`config.mk`:
```
export PLATFORM = sky130hd
export DESIGN_NAME = gpi_flag_and_level_readout
export DESIGN_NICKNAME = d
export VERILOG_FILES = /design/src/core/gpi_readout_pkg.sv /design/src/core/gpi_flag_and_level_readout.sv /design/src/core/pin_sync.sv
export SDC_FILE = /design/constraint.sdc
export NUM_CORES = 1
export LEC_CHECK = 0
export BUFFER_PORTS_ARGS = -buffer_cell sky130_fd_sc_hd__buf_2
export CORE_MARGIN = 10
export CORE_UTILIZATION = 35
export CTS_CLUSTER_SIZE = 16
export DETAILED_ROUTE_END_ITERATION = 12
export GPL_TIMING_DRIVEN = 0
export MAX_ROUTING_LAYER = met4
export PLACE_DENSITY_LB_ADDON = 0.15
export SLEW_MARGIN = 20
export SYNTH_ARGS = -nofsm -noshare
export SYNTH_HDL_FRONTEND = slang
export SYNTH_SLANG_ARGS = --single-unit
```
`constraint.sdc`:
```
create_clock -name CLK_I -period 3.3 [get_ports CLK_I]
set_input_delay 0 -clock CLK_I [delete_from_list [all_inputs] [get_ports CLK_I]]
set_output_delay 0 -clock CLK_I [all_outputs]
set_load 0.01 [all_outputs]
```
`src/core/gpi_readout_pkg.sv`:
```
// Constants for the general input flag and level readout block.
package gpi_readout_pkg;

    localparam int NUM_ROWS   = 8;
    localparam int NUM_COLS   = 11;
    localparam int NUM_INPUTS = NUM_ROWS + NUM_COLS;
    localparam int REG_WIDTH  = 8;
    localparam int CODE_WIDTH = 7;

    localparam logic [7:0] ADDR_EVENT_SLOT_SIXTEEN   = 8'h12;
    localparam logic [7:0] ADDR_INPUT_FLAG_ROWS      = 8'h13;
    localparam logic [7:0] ADDR_INPUT_FLAG_COLS_LOW  = 8'h14;
    localparam logic [7:0] ADDR_INPUT_FLAG_COLS_HIGH = 8'h15;
    localparam logic [7:0] ADDR_INPUT_LEVEL_ROWS     = 8'h16;
    localparam logic [7:0] ADDR_INPUT_LEVEL_COLS_LOW = 8'h17;

    localparam int FLAG_GROUPS     = 3;
    localparam int FLAG_HIGH_BITS  = 3;
    localparam int FLAG_ROWS_LSB   = 0;
    localparam int FLAG_COLS_LSB   = 8;
    localparam int FLAG_HIGH_LSB   = 16;
    localparam int SLOT_STATE_BIT  = 7;
    localparam int ARM_STAGES      = 3;

    localparam logic [7:0] RESET_BYTE = 8'h00;

endpackage : gpi_readout_pkg

```
`src/core/gpi_flag_and_level_readout.sv`:
```
// General input flag, level and sixteenth event slot register readout.
`timescale 1ns/10ps
`default_nettype none
module gpi_flag_and_level_readout (
    input  wire logic                                   CLK_I,
    input  wire logic                                   RESETN_I,
    input  wire logic [gpi_readout_pkg::NUM_ROWS-1:0]   ROW_I,
    input  wire logic [gpi_readout_pkg::NUM_COLS-1:0]   COL_I,
    input  wire logic [gpi_readout_pkg::NUM_INPUTS-1:0] INT_EN_I,
    input  wire logic [gpi_readout_pkg::NUM_INPUTS-1:0] INT_HIGH_I,
    input  wire logic                                   EV_LOAD_I,
    input  wire logic                                   EV_STATE_I,
    input  wire logic [gpi_readout_pkg::CODE_WIDTH-1:0] EV_CODE_I,
    input  wire logic                                   RD_STB_I,
    input  wire logic [7:0]                             RD_ADDR_I,
    output var  logic [gpi_readout_pkg::REG_WIDTH-1:0]  RD_DATA_O,
    output var  logic                                   RD_VALID_O,
    output var  logic [gpi_readout_pkg::NUM_INPUTS-1:0] FLAGS_O
);
    import gpi_readout_pkg::*;

    // One-hot select of the flag register at an address, or zero.
    function automatic logic [FLAG_GROUPS-1:0] flag_select(
        input logic [7:0] addr
    );
        logic [FLAG_GROUPS-1:0] sel;
        sel = '0;
        case (addr)
            ADDR_INPUT_FLAG_ROWS:      sel = 3'h1;
            ADDR_INPUT_FLAG_COLS_LOW:  sel = 3'h2;
            ADDR_INPUT_FLAG_COLS_HIGH: sel = 3'h4;
            default:                   sel = 3'h0;
        endcase
        return sel;
    endfunction : flag_select

    logic                         rst_meta_ff;
    logic                         rst_sync_ff;
    logic [NUM_INPUTS-1:0]        level;
    logic [NUM_INPUTS-1:0]        prev_level_ff;
    logic [NUM_INPUTS-1:0]        active;
    logic [NUM_INPUTS-1:0]        prev_active;
    logic [NUM_INPUTS-1:0]        flag_set;
    logic [NUM_INPUTS-1:0]        flag_clr;
    logic [NUM_INPUTS-1:0]        nxt_flags;
    logic [FLAG_GROUPS-1:0]       rd_sel;
    logic                         slot_state_ff;
    logic [CODE_WIDTH-1:0]        slot_code_ff;
    logic [REG_WIDTH-1:0]         nxt_rd_data;
    logic [ARM_STAGES-1:0]        arm_ff;

    // Reset is asserted at once but released only after two clock edges,
    // so no flop leaves reset on a marginal edge.
    always_ff @(posedge CLK_I or negedge RESETN_I) begin
        if (!RESETN_I) begin
            rst_meta_ff <= 1'b0;
            rst_sync_ff <= 1'b0;
        end else begin
            rst_meta_ff <= 1'b1;
            rst_sync_ff <= rst_meta_ff;
        end
    end

    // Bits 7 to 0 are row lines, bits 18 to 8 column lines, in input order.
    pin_sync #(
        .WIDTH (NUM_INPUTS)
    ) u_pin_sync (
        .clk_i   (CLK_I),
        .rst_n_i (rst_sync_ff),
        .async_i ({COL_I, ROW_I}),
        .sync_o  (level)
    );

    always_ff @(posedge CLK_I or negedge rst_sync_ff) begin
        if (!rst_sync_ff) begin
            prev_level_ff <= '0;
        end else begin
            prev_level_ff <= level;
        end
    end

    // An enabled input raises its flag when it enters its active level; holding
    // the level does not re-raise a flag that a read has cleared.
    // Edge detection waits until the synchroniser and the previous level
    // both hold real pin data, so a pin that already sits at its active
    // level when reset ends does not raise a false flag.
    always_ff @(posedge CLK_I or negedge rst_sync_ff) begin
        if (!rst_sync_ff) begin
            arm_ff <= '0;
        end else begin
            arm_ff <= {arm_ff[ARM_STAGES-2:0], 1'b1};
        end
    end

    assign active      = ~(level ^ INT_HIGH_I);
    assign prev_active = ~(prev_level_ff ^ INT_HIGH_I);
    assign flag_set    = INT_EN_I & active & ~prev_active
                       & {NUM_INPUTS{arm_ff[ARM_STAGES-1]}};

    assign rd_sel = RD_STB_I ? flag_select(RD_ADDR_I) : '0;

    // Apart from reset, each flag is cleared only by a read of its own register, and only
    // if it was set in the value that the read captures.
    genvar gi;
    generate
        for (gi = 0; gi < NUM_INPUTS; gi++) begin : g_flag
            localparam int GRP = (gi < FLAG_COLS_LSB) ? 0 :
                                 (gi < FLAG_HIGH_LSB) ? 1 : 2;
            assign flag_clr[gi] = rd_sel[GRP] & FLAGS_O[gi];
        end
    endgenerate

    // A set in the same cycle as the clear wins, so no event is lost.
    assign nxt_flags = (FLAGS_O & ~flag_clr) | flag_set;

    always_ff @(posedge CLK_I or negedge rst_sync_ff) begin
        if (!rst_sync_ff) begin
            FLAGS_O <= '0;
        end else begin
            FLAGS_O <= nxt_flags;
        end
    end

    // The event slot is loaded by the event logic; the host cannot write it.
    always_ff @(posedge CLK_I or negedge rst_sync_ff) begin
        if (!rst_sync_ff) begin
            slot_state_ff <= 1'b0;
            slot_code_ff  <= '0;
        end else if (EV_LOAD_I) begin
            slot_state_ff <= EV_STATE_I;
            slot_code_ff  <= EV_CODE_I;
        end
    end

    always_comb begin
        nxt_rd_data = RESET_BYTE;
        case (RD_ADDR_I)
            ADDR_EVENT_SLOT_SIXTEEN:
                nxt_rd_data = {slot_state_ff, slot_code_ff};
            ADDR_INPUT_FLAG_ROWS:
                nxt_rd_data = FLAGS_O[FLAG_ROWS_LSB +: REG_WIDTH];
            ADDR_INPUT_FLAG_COLS_LOW:
                nxt_rd_data = FLAGS_O[FLAG_COLS_LSB +: REG_WIDTH];
            ADDR_INPUT_FLAG_COLS_HIGH:
                nxt_rd_data = {5'h00,
                    FLAGS_O[FLAG_HIGH_LSB +: FLAG_HIGH_BITS]};
            ADDR_INPUT_LEVEL_ROWS:
                nxt_rd_data = level[FLAG_ROWS_LSB +: REG_WIDTH];
            ADDR_INPUT_LEVEL_COLS_LOW:
                nxt_rd_data = level[FLAG_COLS_LSB +: REG_WIDTH];
            default:
                nxt_rd_data = RESET_BYTE;
        endcase
    end

    // Read data is held until the next read so a slow host can sample it.
    always_ff @(posedge CLK_I or negedge rst_sync_ff) begin
        if (!rst_sync_ff) begin
            RD_DATA_O <= RESET_BYTE;
        end else if (RD_STB_I) begin
            RD_DATA_O <= nxt_rd_data;
        end
    end

    always_ff @(posedge CLK_I or negedge rst_sync_ff) begin
        if (!rst_sync_ff) begin
            RD_VALID_O <= 1'b0;
        end else begin
            RD_VALID_O <= RD_STB_I;
        end
    end

endmodule : gpi_flag_and_level_readout
`default_nettype wire

```
`src/core/pin_sync.sv`:
```
// Two-stage synchroniser for a group of pin levels.
`timescale 1ns/10ps
`default_nettype none
module pin_sync #(
    parameter int WIDTH = 1
) (
    input  wire logic             clk_i,
    input  wire logic             rst_n_i,
    input  wire logic [WIDTH-1:0] async_i,
    output var  logic [WIDTH-1:0] sync_o
);

    logic [WIDTH-1:0] meta_ff;

    // The first stage is read by the second stage only.
    always_ff @(posedge clk_i or negedge rst_n_i) begin
        if (!rst_n_i) begin
            meta_ff <= '0;
            sync_o  <= '0;
        end else begin
            meta_ff <= async_i;
            sync_o  <= meta_ff;
        end
    end

endmodule : pin_sync
`default_nettype wire
```
==> results.cfg <==
[run_status]
outcome = completed

[floorplanning]
die_h_microns = 120.9
die_x_microns = 120.9
initial_core_util = 0.3611
rows = 36
pin_count = 105
core_area_sq_um = 9864
dieArea_sq_um = 14610

[drt]
via_per_inst = 4.827
ant_nets = 0
routedWlPerCell_microns = 17.47
firstDrtPassIters = 4
drc_errors = 0
drtIter0Drc = 122
vias = 2597
wirelength_mm = 9.398

[setup_path]
reg2reg_from = arm_ff[2]
worst_r2r_endpoint = FLAGS_O[13]
critical_path_class = reg2reg
ff2ff_path_depth = 3
reg2reg_slack_ps = 1600
cp-start-kind = flip-flop
cp_top_family = buffers and inverters
crit_path_cell_trace = clkbuf_1 > buf_1 > a32o_1
critical_path_arrival_ps = 1990
cp-end-kind = flip-flop
critical-path-slowest-cell = buf_1
crit_path_max_fanout = 10
cpPeakStageDelay_ps = 550
crit_required_ps = 3590
path_buf_inv = 2
crit_start = arm_ff[2]

[synth]
syn_area_per_cell_sq_um = 15.03
synth_area_sq_um = 3562
yosysWarnings = 0
async_reset_ff_frac = 1.000
yosys.area.top_type = dfrtp_1
ys_seq_area_frac = 0.6884
syn_inst = 237
synth_edf_count = 0
synth_area_leaders = dfrtp_1 69%, a32o_1 5.3%, nand2b_1 3.7%, o22ai_1 3.3%, mux2_2 3.2%
ys_seq_elements = 98
synthFlopType = dfrtp_1
yosys.area.top_type_share = 0.6884
synth_cell_types = 32

[timing]
tns_ps = 0
setup_violations = 0
period_needed_ps = 1702
fin_ws_ps = 1598
hold_viol_final = 0
holdWs_ps = 88.09
worstMarginPinSlew_ps = 717.1
fin_crit_sh = 0.5157
slew_viol_final = 0
fin_skew_ps = 13.43
max_freq_mhz = 587.6
maxSlewHeadroom = 0.5152
rsz0062_at_grt = false

[grt]
grtUsageTotal = 0.1372
overflow = 0
grt_max_degree = 55
grt_pass1_wl_mm = 15.24
antenna_found_initial = 0
grt_pass1_vias = 2888

[job]
maxCapViolCount = 0

[cts]
clock_latency_ps = 360
cts_tree = built
root_buffer = clkbuf_8
cts_sinks = 98
cts_buffers = 9
htreeDepth = 3
ctsLongestPathBuffers = 2
clk_pin_slew_worst_paths_ps = 100

[min_path]
holdPathEnd = FLAGS_O[16]
min_from = INT_HIGH_I[16]
holdPathStages = 3
hold_class = in2reg

[power_and_ir_drop]
vdd_drop_max_mv = 0.2233
power_density_nw_per_um2 = 472.5
p_leak_nw = 2.205

[placed_design]
place_congestion = 0.7537
numPortBuffers = 101
dp_hpwl_mm = 6.706
dp_slack_ps = 1554

[layout]
area_growth_pct = 38.64
fin_util = 0.5006
final_cell_mix = 101 x buf_2, 97 x dfrtp_1, 49 x dlygate4sd3_1
final_common_cell = buf_2
num_antenna_cells = 0
register_area_sq_um = 2456
nets = 477
drive_gt1_frac = 0.3457
fillers = 859
multi_input_area_sq_um = 1069
cell usage after synthesis, drive strengths merged, types with 2 or more instances:
cell,count
o22ai,19
mux4,5
dfrtp,98
o21ai,3
a32oi,3
o22a,3
mux2,11
and3,2
a32o,19
buf,4
nand2,19
mux2i,6
nor2b,6
nand2b,21
a221o,5
clkbuf,2
worst reg2reg max path, delay by kind of cell, from the launching register on:
kind,cells,cell delay [ps]
flops,1,330
compound gates,1,260
buf+inv,2,1050
flip-flops by register name, indices dropped and copies added, names as in the netlist:
name                count
rst_sync_ff             1
FLAGS_O                19
arm_ff                  3
RD_VALID_O              1
slot_code_ff            7
RD_DATA_O               8
slot_state_ff           1
u_pin_sync.sync_o      19
prev_level_ff          19
u_pin_sync.meta_ff     19
rst_meta_ff             1
area by class of cell:
| class | instances | share of cell area |
|---|---|---|
| sequential | 98 | 0.4973 |
| multi-input combinational | 133 | 0.2164 |
| timing repair buffer | 151 | 0.2072 |
| tap | 133 | 0.03370 |
| clock buffer | 11 | 0.02863 |
| buffer | 6 | 0.008361 |
| clock inverter | 5 | 0.007601 |
| inverter | 1 | 0.0007601 |
how the worst max path moves through the flow:
| stage | to | depth (start not counted) | slack, ps |
|---|---|---|---|
| after global placement | FLAGS_O[6] | 0 | -750 |
| after global routing | FLAGS_O[14] | 3 | 1380 |
| final | FLAGS_O[13] | 3 | 1600 |
| after floorplan | FLAGS_O[0] | 0 | 370 |
| after detailed placement | FLAGS_O[7] | 3 | 1550 |
| after CTS | FLAGS_O[14] | 3 | 1530 |
kinds of logic after synthesis:
group	share of synthesized area
other cells	0.001053
buf+inv	0.01264
simple gates	0.09273
flops	0.6884
mux	0.08325
compound gates	0.1219
per-layer routing:
metal,vias up,GRT usage,part of all wire
li1,1221,-,-
met1,1283,0.1735,0.46
met2,80,0.2122,0.47
met3,13,0.03071,0.059
met4,0,0.04751,0.015
met5,-,-,0
repair_timing:
item / CTS / global route
resized for setup: 0 / 0
setup buffers: 0 / 0
hold buffers: 49 / 0
endpoints found under the hold margin: 49 / 0
where the power goes:
part           switching (mW)  internal [mW]
registers              0.0564           1.28
clock network           0.424          0.300
logic                   0.116          0.162
total                   0.596           1.74
metrics by stage:
stage	std cells	area [sq um]	power (mW)
global placement	472	4238	1.584
CTS	538	4938	2.367
finish	538	4938	2.333
floorplan	238	3566	1.468
global route	538	4938	2.464
detailed placement	473	4269	1.596
Power figures use the tool's default switching activity.
